`config.mk`:
```
export PLATFORM = sky130hd
export DESIGN_NAME = arx_clk_select
export DESIGN_NICKNAME = d
export VERILOG_FILES = /design/src/shared/arx_pkg.sv /design/src/hw/arx_clk_select.sv /design/src/hw/arx_input_mux.sv /design/src/hw/arx_serial_div.sv
export SDC_FILE = /design/constraint.sdc
export NUM_CORES = 1
export LEC_CHECK = 0
export ABC_AREA = 1
export BUFFER_PORTS_ARGS = -buffer_cell sky130_fd_sc_hd__clkbuf_2
export CAP_MARGIN = 0
export CORE_UTILIZATION = 45
export DETAILED_ROUTE_END_ITERATION = 8
export PLACE_DENSITY = 0.76
export SLEW_MARGIN = 10
export SYNTH_ARGS = -nofsm -noshare
export SYNTH_HDL_FRONTEND = slang
export SYNTH_HIERARCHICAL = 1
export SYNTH_SLANG_ARGS = --single-unit
export TNS_END_PERCENT = 20
```
`constraint.sdc`:
```
create_clock -name clk_sys -period 1.5 [get_ports clk_sys]
set_clock_uncertainty 0.1 [all_clocks]
set_input_delay 0.075 -clock clk_sys [delete_from_list [all_inputs] [get_ports clk_sys]]
set_output_delay 0.075 -clock clk_sys [all_outputs]
set_load 0.005 [all_outputs]
```
`src/shared/arx_pkg.sv`:
```
// Purpose: Shared constants and types for the receiver input select and clock switch block
// Assumes: APB register access with 32-bit data, one clock domain
// Notes:   Register indices are multiplied by four to form byte addresses
package arx_pkg;

	////////////////////////////////////////////////////////////////////////////////
	// Register map
	localparam int          ARX_ADDR_W       = 12;
	localparam logic [9:0]  ARX_IDX_CTRL0    = 10'h000;
	localparam logic [9:0]  ARX_IDX_CTRL1    = 10'h001;
	localparam logic [9:0]  ARX_IDX_CTRL4    = 10'h004;
	localparam logic [9:0]  ARX_IDX_STATUS   = 10'h008;
	localparam logic [7:0]  ARX_CTRL0_RST    = 8'h00;
	localparam logic [7:0]  ARX_CTRL1_RST    = 8'h00;
	localparam logic [7:0]  ARX_CTRL4_RST    = 8'h00;
	localparam int          ARX_CTRL0_FORCE  = 0;
	localparam int          ARX_CTRL1_AUTO   = 0;
	localparam int          ARX_CTRL4_DEC_LO = 3;
	localparam int          ARX_CTRL4_PAS_LO = 0;
	localparam logic [7:0]  ARX_CTRL0_MASK   = 8'h01;
	localparam logic [7:0]  ARX_CTRL1_MASK   = 8'h01;
	localparam logic [7:0]  ARX_CTRL4_MASK   = 8'h3F;

	////////////////////////////////////////////////////////////////////////////////
	// Status word positions
	localparam int ARX_ST_LOCKED  = 0;
	localparam int ARX_ST_ON_EXT  = 1;
	localparam int ARX_ST_AUTO    = 2;
	localparam int ARX_ST_HW      = 3;
	localparam int ARX_ST_DEC_LO  = 4;
	localparam int ARX_ST_PAS_LO  = 8;
	localparam int ARX_ST_BCLK    = 12;
	localparam int ARX_ST_LRCK    = 13;

	////////////////////////////////////////////////////////////////////////////////
	// Serial clock division: counter width and the counter bit that drives each clock
	localparam int          ARX_CNT_W     = 8;
	localparam int          ARX_BCLK_BIT  = 1;
	localparam int          ARX_LRCK_BIT  = 7;

	////////////////////////////////////////////////////////////////////////////////
	// Types
	typedef enum logic [1:0] {
		ARX_ON_REC      = 2'b00,
		ARX_GATE_TO_EXT = 2'b01,
		ARX_ON_EXT      = 2'b11,
		ARX_GATE_TO_REC = 2'b10
	} arx_sw_state_t;

	typedef struct packed {
		logic                  psel;
		logic                  penable;
		logic                  pwrite;
		logic [ARX_ADDR_W-1:0] paddr;
		logic [31:0]           pwdata;
	} arx_apb_req_t;

	typedef struct packed {
		logic [31:0] prdata;
		logic        pready;
		logic        pslverr;
	} arx_apb_rsp_t;

	typedef struct packed {
		logic [7:0]    ctrl0;
		logic [7:0]    ctrl1;
		logic [7:0]    ctrl4;
		logic [31:0]   prdata;
		arx_sw_state_t sw;
		logic          ext_prev;
		logic          primed;
		logic          hw_sw_en;
		logic          mclk;
	} arx_top_st_t;

	typedef struct packed {
		logic                 mclk_prev;
		logic [ARX_CNT_W-1:0] cnt;
		logic                 bclk;
		logic                 lrck;
	} arx_div_st_t;

	// One-hot decode of a three-bit input number
	function automatic logic [7:0] arx_onehot(input logic [2:0] sel);
		arx_onehot = 8'h01 << sel;
	endfunction : arx_onehot

endpackage : arx_pkg

```
`src/hw/arx_clk_select.sv`:
```
// Purpose: Input selection and glitch-free master clock switching with APB registers
// Assumes: Clock pins are sampled as levels at clk_sys; select pins and receiver input lines pass through unsampled
// Notes:   External and recovered clock pins must run below half of clk_sys
//
// Register access over APB and the placing of the registers were chosen for this implementation.
`timescale 1ns/1ps
// Functional notes
// - Unselected input lines are left floating
// - Software mode: decoder field selects input, resets zero
// - Software mode: separate pass-through field selects input
// - Pass-through is raw copy, never retimed
// - Hardware mode: pins reach only inputs zero-three
// - Hardware mode: pass-through pins pick copied input
// - Auto switch puts external clock out when unlocked
// - Clock changeover never produces runts or glitches
// - Hardware mode: external clock rising edge enables switching
// - Hardware switching enable clears only on reset
// - Software mode: auto enable bit enables switching
// - Software mode: force bit selects external clock
// - Master mode serial clocks follow switched clock
// - Unlocked switched: lr over 256, bit over 4
// - Switching disabled, force bit clear: clocks follow the idle oscillator
module arx_clk_select (
	input  wire logic                  clk_sys,
	input  wire logic                  rst_n,
	input  wire logic                  clk_en,
	input  wire arx_pkg::arx_apb_req_t apb_req,
	output arx_pkg::arx_apb_rsp_t      apb_rsp,
	input  wire logic                  hw_mode,
	input  wire logic [1:0]            decoder_input_select_pins,
	input  wire logic [1:0]            passthrough_select_pins,
	input  wire logic [7:0]            rx_input_lines,
	output logic      [7:0]            rx_line_bias_en,
	output logic                       shared_negative_bias_en,
	output logic                       decoder_data,
	output logic                       passthrough_out,
	input  wire logic                  external_system_clock,
	input  wire logic                  pll_oscillator,
	input  wire logic                  pll_locked,
	input  wire logic                  serial_master_mode,
	output logic                       recovered_master_clock,
	input  wire logic                  serial_bit_clock_i,
	output logic                       serial_bit_clock_o,
	output logic                       serial_bit_clock_oe,
	input  wire logic                  serial_lr_clock_i,
	output logic                       serial_lr_clock_o,
	output logic                       serial_lr_clock_oe
);
	import arx_pkg::*;

	arx_top_st_t st_r;
	arx_top_st_t st_nxt;
	logic [2:0]  dec_sel;
	logic [2:0]  pass_sel;
	logic        auto_en;
	logic        force_sw;
	logic        want_ext;
	logic        div_bclk;
	logic        div_lrck;
	logic        setup_ph;
	logic        access_ph;
	logic        mapped;
	logic [9:0]  reg_idx;
	logic [31:0] status_word;

	// Register index hit on a word-aligned address
	function automatic logic idx_known(input logic [ARX_ADDR_W-1:0] addr);
		logic [9:0] idx;
		idx = addr[ARX_ADDR_W-1:2];
		idx_known = (addr[1:0] == 2'b00) && (idx == ARX_IDX_CTRL0 || idx == ARX_IDX_CTRL1
			|| idx == ARX_IDX_CTRL4 || idx == ARX_IDX_STATUS);
	endfunction : idx_known

	////////////////////////////////////////////////////////////////////////////////
	// Mode-dependent selection and switch control
	always_comb begin
		if (hw_mode) begin
			dec_sel  = {1'b0, decoder_input_select_pins};
			pass_sel = {1'b0, passthrough_select_pins};
			auto_en  = st_r.hw_sw_en;
			force_sw = 1'b0;
		end else begin
			dec_sel  = st_r.ctrl4[ARX_CTRL4_DEC_LO +: 3];
			pass_sel = st_r.ctrl4[ARX_CTRL4_PAS_LO +: 3];
			auto_en  = st_r.ctrl1[ARX_CTRL1_AUTO];
			force_sw = st_r.ctrl0[ARX_CTRL0_FORCE];
		end
		want_ext = force_sw || (auto_en && !pll_locked);
	end

	arx_input_mux u_mux (
		.rx_input_lines (rx_input_lines),
		.dec_sel        (dec_sel),
		.pass_sel       (pass_sel),
		.line_en        (rx_line_bias_en),
		.dec_line       (decoder_data),
		.pass_line      (passthrough_out)
	);

	assign shared_negative_bias_en = |rx_line_bias_en;

	////////////////////////////////////////////////////////////////////////////////
	// Status word and APB phases
	always_comb begin
		status_word                       = 32'h0000_0000;
		status_word[ARX_ST_LOCKED]        = pll_locked;
		status_word[ARX_ST_ON_EXT]        = (st_r.sw == ARX_ON_EXT);
		status_word[ARX_ST_AUTO]          = auto_en;
		status_word[ARX_ST_HW]            = hw_mode;
		status_word[ARX_ST_DEC_LO +: 3]   = dec_sel;
		status_word[ARX_ST_PAS_LO +: 3]   = pass_sel;
		status_word[ARX_ST_BCLK]          = serial_master_mode ? div_bclk : serial_bit_clock_i;
		status_word[ARX_ST_LRCK]          = serial_master_mode ? div_lrck : serial_lr_clock_i;
		setup_ph  = apb_req.psel && !apb_req.penable;
		access_ph = apb_req.psel && apb_req.penable;
		mapped    = idx_known(apb_req.paddr);
		reg_idx   = apb_req.paddr[ARX_ADDR_W-1:2];
	end

	////////////////////////////////////////////////////////////////////////////////
	// Next state
	always_comb begin
		st_nxt = st_r;

		if (setup_ph && !apb_req.pwrite) begin
			st_nxt.prdata = 32'h0000_0000;
			if (mapped) begin
				case (reg_idx)
					ARX_IDX_CTRL0: st_nxt.prdata = {24'h000000, st_r.ctrl0};
					ARX_IDX_CTRL1: st_nxt.prdata = {24'h000000, st_r.ctrl1};
					ARX_IDX_CTRL4: st_nxt.prdata = {24'h000000, st_r.ctrl4};
					default:       st_nxt.prdata = status_word;
				endcase
			end
		end
		if (access_ph && apb_req.pwrite && mapped) begin
			case (reg_idx)
				ARX_IDX_CTRL0: st_nxt.ctrl0 = apb_req.pwdata[7:0] & ARX_CTRL0_MASK;
				ARX_IDX_CTRL1: st_nxt.ctrl1 = apb_req.pwdata[7:0] & ARX_CTRL1_MASK;
				ARX_IDX_CTRL4: st_nxt.ctrl4 = apb_req.pwdata[7:0] & ARX_CTRL4_MASK;
				default:       st_nxt.ctrl0 = st_r.ctrl0;
			endcase
		end

		// Hardware-mode enable: first sample primes, later rising edge sets it for good
		st_nxt.ext_prev = external_system_clock;
		st_nxt.primed   = 1'b1;
		if (hw_mode && st_r.primed && !st_r.ext_prev && external_system_clock) begin
			st_nxt.hw_sw_en = 1'b1;
		end

		// Changeover gates the outgoing clock while it is low, then takes the incoming one while it is low
		case (st_r.sw)
			ARX_ON_REC: begin
				st_nxt.mclk = pll_oscillator;
				if (want_ext && !pll_oscillator) begin
					st_nxt.sw   = ARX_GATE_TO_EXT;
					st_nxt.mclk = 1'b0;
				end
			end
			ARX_GATE_TO_EXT: begin
				st_nxt.mclk = 1'b0;
				if (!external_system_clock) begin
					st_nxt.sw = ARX_ON_EXT;
				end
			end
			ARX_ON_EXT: begin
				st_nxt.mclk = external_system_clock;
				if (!want_ext && !external_system_clock) begin
					st_nxt.sw   = ARX_GATE_TO_REC;
					st_nxt.mclk = 1'b0;
				end
			end
			ARX_GATE_TO_REC: begin
				st_nxt.mclk = 1'b0;
				if (!pll_oscillator) begin
					st_nxt.sw = ARX_ON_REC;
				end
			end
			default: begin
				st_nxt.sw   = ARX_ON_REC;
				st_nxt.mclk = 1'b0;
			end
		endcase
	end

	always_ff @(posedge clk_sys or negedge rst_n) begin
		if (!rst_n) begin
			st_r          <= '0;
			st_r.ctrl0    <= ARX_CTRL0_RST;
			st_r.ctrl1    <= ARX_CTRL1_RST;
			st_r.ctrl4    <= ARX_CTRL4_RST;
			st_r.sw       <= ARX_ON_REC;
		end else if (clk_en) begin
			st_r <= st_nxt;
		end
	end

	////////////////////////////////////////////////////////////////////////////////
	// Outputs
	arx_serial_div u_div (
		.clk_sys  (clk_sys),
		.rst_n    (rst_n),
		.clk_en   (clk_en),
		.mclk_lvl (st_r.mclk),
		.bclk     (div_bclk),
		.lrck     (div_lrck)
	);

	always_comb begin
		recovered_master_clock = st_r.mclk;
		serial_bit_clock_o     = div_bclk;
		serial_lr_clock_o      = div_lrck;
		serial_bit_clock_oe    = serial_master_mode;
		serial_lr_clock_oe     = serial_master_mode;
		apb_rsp.prdata         = st_r.prdata;
		apb_rsp.pready         = 1'b1;
		apb_rsp.pslverr        = access_ph && !mapped;
	end
endmodule : arx_clk_select

```
`src/hw/arx_input_mux.sv`:
```
// Purpose: Eight-way decoder and pass-through input selection with line enables
// Assumes: Select values already limited by the caller for hardware mode
// Notes:   Purely combinational; the pass-through copy is not retimed
`timescale 1ns/1ps
module arx_input_mux (
	input  wire logic [7:0] rx_input_lines,
	input  wire logic [2:0] dec_sel,
	input  wire logic [2:0] pass_sel,
	output logic      [7:0] line_en,
	output logic            dec_line,
	output logic            pass_line
);
	import arx_pkg::*;

	////////////////////////////////////////////////////////////////////////////////
	// Both selectors act independently; unchosen lines stay floating
	always_comb begin
		line_en   = arx_onehot(dec_sel) | arx_onehot(pass_sel);
		dec_line  = rx_input_lines[dec_sel];
		pass_line = rx_input_lines[pass_sel];
		// Checks in the same process, so they never see a half-updated selection
		a_line_unused_hiz: assert (
			(line_en & ~(arx_onehot(dec_sel) | arx_onehot(pass_sel))) == 8'h00
			&& line_en[dec_sel] && line_en[pass_sel])
			else $error("line enable does not match selections");
		a_pass_raw_copy: assert (pass_line == rx_input_lines[pass_sel])
			else $error("pass-through is not a direct copy");
	end

endmodule : arx_input_mux

```
`src/hw/arx_serial_div.sv`:
```
// Purpose: Derives bit clock and left/right clock from the switched master clock
// Assumes: Master clock level is sampled at clk_sys, below half its rate
// Notes:   Bit clock is master clock over 4, left/right clock over 256
`timescale 1ns/1ps
module arx_serial_div (
	input  wire logic clk_sys,
	input  wire logic rst_n,
	input  wire logic clk_en,
	input  wire logic mclk_lvl,
	output logic      bclk,
	output logic      lrck
);
	import arx_pkg::*;

	arx_div_st_t st_r;
	arx_div_st_t st_nxt;
	logic        rise;

	////////////////////////////////////////////////////////////////////////////////
	// Count master clock rising edges
	always_comb begin
		st_nxt           = st_r;
		rise             = mclk_lvl && !st_r.mclk_prev;
		st_nxt.mclk_prev = mclk_lvl;
		if (rise) begin
			st_nxt.cnt  = st_r.cnt + 8'h01;
			st_nxt.bclk = st_nxt.cnt[ARX_BCLK_BIT];
			st_nxt.lrck = st_nxt.cnt[ARX_LRCK_BIT];
		end
	end

	always_ff @(posedge clk_sys or negedge rst_n) begin
		if (!rst_n) begin
			st_r <= '0;
		end else if (clk_en) begin
			st_r <= st_nxt;
		end
	end

	assign bclk = st_r.bclk;
	assign lrck = st_r.lrck;
endmodule : arx_serial_div

```
Word level (Yosys, flattened, before mapping)

Cells that the tools add are included.

$add $sub $neg: 1
Order comparisons: 2
Equal/unequal tests: 10
Shift-type cells: 2
Mux-type cells: 20
Bitwise operators: 1
Reductions and logical operators: 39

Operators with widths:

| kind                                                                          | number |
|---|---|
| 14-bit one-hot mux with 3 select lines                                        | 1 |
| 1-bit by 3-bit left shift with 8-bit output (first input constant)            | 2 |
| 1-bit logical AND                                                             | 14 |
| 14-bit 2-to-1 mux                                                             | 1 |
| 10-bit by 1-bit == test with 1-bit output (second input constant)             | 1 |
| 10-bit by 3-bit == test with 1-bit output (second input constant)             | 1 |
| 10-bit by 4-bit == test with 1-bit output (second input constant)             | 1 |
| 10-bit logical NOT                                                            | 1 |
| 1-bit logical NOT                                                             | 9 |
| 3-bit AND reduction                                                           | 3 |
| 8-bit by 1-bit adder with 8-bit output (second input constant)                | 1 |
| 3-bit by 4-bit less-than comparator with 1-bit output (second input constant) | 2 |
| 1-bit 2-to-1 mux                                                              | 8 |
| 2-bit 2-to-1 mux                                                              | 4 |
| 8-bit OR                                                                      | 1 |
| 2-bit one-hot mux with 4 select lines                                         | 1 |
| 8-bit OR reduction                                                            | 1 |
| 1-bit binary-select mux with 3-bit select                                     | 2 |
| 3-bit 2-to-1 mux                                                              | 2 |
| 2-bit != test (second input constant)                                         | 3 |
| 2-bit AND reduction                                                           | 3 |
| 5-bit AND reduction                                                           | 1 |
| 2-bit == test (second input constant)                                         | 2 |
| 2-bit logical NOT                                                             | 2 |
| other kinds (5)                                                               | 8 |

Flip-flop bits (word level): 57
Input port bits: 69
Output and inout bits: 50
Word-level logic and storage cells: 88

Depth between registers and ports, before layout

Word-level depth: 7
Gate-level depth with buffers: 10

Modules after synthesis

The synthesis kept the hierarchy.

By module, submodules not included:

| module         | times used | cells an instance | area an instance (um2) | seq. area each (um2) |
|---|---|---|---|---|
| arx_clk_select | 1          | 254               | 1884.3                 | 650.6 |
| arx_serial_div | 1          | 55                | 473.0                  | 225.2 |
| arx_input_mux  | 1          | 64                | 260.2                  | 0.0 |

Least setup slack after synthesis

No wires, ideal clock.

Path type: register to output
From: register st_r[41] (netlist name)
To: output port shared_negative_bias_en
Data arrival time: 1168 ps
Data required time: 1325 ps
Setup slack: 157 ps
Cell stages (with the launch flop): 8
Buffers on the path: 0
Cell sequence: dfrtp_1 > nand2_1 > nand2_1 > inv_2 > nand2_1 > o22ai_1 > nor4_1 > nand2_1

Word-level cells in the longest chain between the ends: 4

Ends and longest elaborated chain:

| element                                     | line                  | text |
|---|---|---|
| start: declaration                          | arx_clk_select.sv:51  | `arx_top_st_t st_r;` |
| start signal: assignment                    | arx_clk_select.sv:195 | `st_r <= st_nxt;` |
| 3-bit 2-to-1 mux                            | arx_clk_select.sv:77  | `if (hw_mode) begin` |
| named net dec_sel[0]                        | arx_clk_select.sv:53  | `logic [2:0] dec_sel;` |
| 1-bit by 3-bit left shift with 8-bit output | arx_pkg.sv:85         | `arx_onehot = 8'h01 << sel;` |
| 8-bit OR                                    | arx_input_mux.sv:18   | `line_en = arx_onehot(dec_sel) \| arx_onehot(pass_sel);` |
| named net rx_line_bias_en[0]                | arx_clk_select.sv:33  | `output logic [7:0] rx_line_bias_en,` |
| 8-bit OR reduction                          | arx_clk_select.sv:100 | `assign shared_negative_bias_en = \|rx_line_bias_en;` |
| end: declaration                            | arx_clk_select.sv:34  | `output logic shared_negative_bias_en,` |

The timed path passes the listed nets, and every way through them passes these cells.

Worst setup path in the final report

From: register st_r[42] (netlist name)
To: output port shared_negative_bias_en

Word-level cells in the longest chain between the ends: 4

Ends and longest elaborated chain:

| element                                     | line |
|---|---|
| 3-bit 2-to-1 mux                            | arx_clk_select.sv:77 |
| named net dec_sel[1]                        | arx_clk_select.sv:53 |
| 1-bit by 3-bit left shift with 8-bit output | arx_pkg.sv:85 |
| 8-bit OR                                    | arx_input_mux.sv:18 |
| 8-bit OR reduction                          | arx_clk_select.sv:100 |

The timed path passes the listed nets, and every way through them passes these cells.

==> metrics.md <==
| Metric | Value |
|---|---|
| Global-route track usage on met3 | `0.02907` |
| Unrepaired setup endpoints after global routing | `yes` |
| Clock tree from TritonCTS | `done` |
| Clock latency on the worst-skew pair | `0.29 ns` |
| Synthesized cell area | `2618 µm²` |
| Hold Path Class | `input port to flip-flop` |
| Sequential share of power | `0.422` |
| Capturing element type of the critical path | `output port` |
| Worst IR Drop VDD | `479.9 µV` |
| Met2 global-route usage | `0.3579` |
| Number of pins with negative max-slew slack in the final report | `0` |
| Sequential fraction of the synthesis area | `0.3346` |
| MaxCap Viol Count | `0` |
| Synthesized netlist cell count | `373` |
| Number of nets with antenna violations after routing | `0` |
| Final cell count without fillers | `548` |
| Number of distinct library cells after synthesis | `33` |
| Depth of the worst register-to-register path | `8` |
| Maximum fanout count along the critical path | `3` |
| Switch share | `0.3204` |
| Worst path required time | `1.32 ns` |
| GRT Max-Usage Layer | `met2` |
| Power dissipated by switching net loads | `0.8789 mW` |
| Kind of start point of the critical path | `flip-flop` |
| Power Total | `2.743 mW` |
| Total GRT Usage | `0.2094` |
| Cell Count Post-Placement | `528` |
| Clock slew at the register clock pins of the worst setup and hold paths | `0.08 ns` |
| Static leakage power | `2.029 nW` |
| Number of port buffers | `71` |
| Clock sinks | `35` |
| Portion of total power attributed to the clock network | `0.322` |
| CTS Buf Count | `5` |
| Maximum clock frequency | `554.5 MHz` |
| HPWL reported at the end of detailed placement | `4563 µm` |
| Combinational share of power | `0.256` |
| Mean cell area of the mapped netlist | `7.017 µm²` |
| Global-route wire length before repair | `10180 µm` |
| Antenna violations before repair | `0` |
| DRT Pass-1 Iters | `4` |
| Placeable core region | `5540 µm²` |
| Yosys warns | `6` |
| Number of synthesized flops with an enable pin | `0` |
| Leading cell types in the layout, fill and taps excluded | `sky130_fd_sc_hd__nand2_1 (159), sky130_fd_sc_hd__clkbuf_2 (69), sky130_fd_sc_hd__dfrtp_1 (35)` |
| Via count of the first global-routing pass | `2380` |
| Fraction of the cycle the final worst path needs | `1.202` |
| Routability congestion estimate from global placement | `0.8858` |
| Post-synthesis register bit count | `35` |
| Routed Wire Length | `6004 µm` |
| Root Buffer Master | `sky130_fd_sc_hd__clkbuf_8` |
| H-Tree Level Count | `2` |
| Most used flip-flop cell after synthesis | `sky130_fd_sc_hd__dfrtp_1` |
| DRC violation total after the first TritonRoute iteration | `109` |
| Number of antenna cells inserted | `0` |
| Clock buffer depth | `2` |
| Area enclosed by the die boundary | `6125 µm²` |
| Total power divided by cell area | `798.3 nW/µm²` |
| Vias per cell | `4.659` |
| Ports | `119` |
| Die Wd | `78.27 µm` |
| Internal power of the cells | `1.864 mW` |
| Crit path arrival time | `1.63 ns` |
| Final hold violations | `0` |
| Leftover overflow at the end of global routing | `0` |
| Final critical path time including I/O delays and setup | `1.803 ns` |
| Outcome | `complete, but fails checks` |
| Initial Util | `0.4724` |
| Area overhead of the layout relative to synthesis | `31.26%` |
| Std cell rows | `27` |
| Number of design rule violations left after detail routing | `0` |
| Pin count of the biggest net entering global routing | `36` |
| Die height | `78.27 µm` |
| Async SR Flop Fraction | `1.000` |
| GR Layer Usage met1 | `0.2592` |
| Post-layout net count | `545` |
| Setup ws final | `-0.3033 ns` |
| Most frequent standard cell in the layout excluding fill and tap cells | `sky130_fd_sc_hd__nand2_1` |
| Routed wire per std cell | `10.96 µm` |
| Share of layout cells above drive strength 1 | `0.3571` |
| Worst hold slack | `0.002857 ns` |
| Violated checks | `setup timing` |
| Path type of the worst setup path | `flip-flop to output port` |
| Depth of the worst hold-timing path | `4` |
| Total number of vias | `2553` |
| Final setup vio count | `8` |
==> final timing paths <==
path	slack, ns	to	start
max	-0.30	shared_negative_bias_en	st_r[42]
min	0.003	apb_rsp[14]	serial_bit_clock_i
max reg2reg	0.25	apb_rsp[6]	st_r[41]
min reg2reg	0.37	st_r[1]	st_r[1]
max in group asynchronous	0.75	st_r[43]	rst_n
min in group asynchronous	0.24	u_div/st_r[7]	rst_n
==> cell usage after synthesis (4+ instances only) <==
cell / number / share of area
sky130_fd_sc_hd__nand2_1: 170 / 0.24
sky130_fd_sc_hd__inv_1: 32 / 0.046
sky130_fd_sc_hd__nand2_4: 4 / 0.017
sky130_fd_sc_hd__nor2_8: 4 / 0.031
sky130_fd_sc_hd__nor2_1: 16 / 0.023
sky130_fd_sc_hd__nand3_1: 15 / 0.029
sky130_fd_sc_hd__dfrtp_1: 35 / 0.33
sky130_fd_sc_hd__inv_2: 8 / 0.011
sky130_fd_sc_hd__buf_4: 35 / 0.10
sky130_fd_sc_hd__nand2_2: 4 / 0.0096
sky130_fd_sc_hd__o22ai_1: 8 / 0.019
sky130_fd_sc_hd__o21ai_0: 6 / 0.011
==> per-layer routing <==
layer / vias up / routed length [µm]
met2: 85 / 2824
li1: 1309 / -
met1: 1147 / 2779
met4: 0 / 132
met5: - / 0
met3: 12 / 268
==> cell families (layout without fill, tap and decap cells) <==
logic type      count (synthesis)  in the layout  synth area share
compound gates                 18             18           0.04063
buf+inv                        76            160            0.1597
other cells                     2             21          0.002869
fa+ha+maj                       1              1          0.004779
simple gates                  235            235            0.4355
xor+xnor                        4              4           0.01339
mux                             2              2          0.008604
flops                          35             35            0.3346
==> sequential cells by signal (all words and copies together), names as in the netlist <==
name / flops
st_r: 13
recovered_master_clock: 1
u_div/st_r: 9
apb_rsp: 12
==> through the flow <==
stage	setup WS [ns]	instance area, µm²	utilization	setup TNS [ns]
after floorplan	0.1572	2689	-	0
after global routing	-0.3992	3436	0.6201	-2.042
after CTS	-0.2319	3388	0.6116	-0.9960
final	-0.3033	3436	0.6201	-1.331
after detailed placement	-0.009442	3084	0.5567	-0.009442
after global placement	0.03111	3084	0.5567	0
==> power by group through the flow <==
stage	Combinational (mW)	Clock [mW]	Sequential, mW
after floorplan	0.418	0	1.17
after global placement	0.631	0	1.17
after detailed placement	0.647	0	1.18
after CTS	0.689	0.895	1.16
after global routing	0.802	0.945	1.17
final	0.702	0.884	1.16
==> worst max-delay path: stages, from the launching register on <==
cell	delay, ns
sky130_fd_sc_hd__dfrtp_1	0.38
sky130_fd_sc_hd__nand2_1	0.08
sky130_fd_sc_hd__nand2_2	0.07
sky130_fd_sc_hd__buf_6	0.13
sky130_fd_sc_hd__nand2_2	0.07
sky130_fd_sc_hd__o22ai_2	0.09
sky130_fd_sc_hd__nor4_2	0.31
sky130_fd_sc_hd__nand2_1	0.08
sky130_fd_sc_hd__clkbuf_2	0.12
==> what timing repair did <==
item	in CTS	in global routing
setup buffers	2	1
pin swaps	9	6
hold buffers	9	0
resized for setup	25	10
hold endpoints to repair	46	0
setup endpoints to repair	11	11
==> final cells by class <==
type	instances	area [µm²]
fillers	494	2105
multi-input cells	281	1498
flip-flops and latches	35	875.8
repair buffers	112	703.2
inverters	40	152.6
well taps	72	90.09
clock buffers	5	68.82
clock inverters	3	47.55
Power figures use the tool's default switching activity.
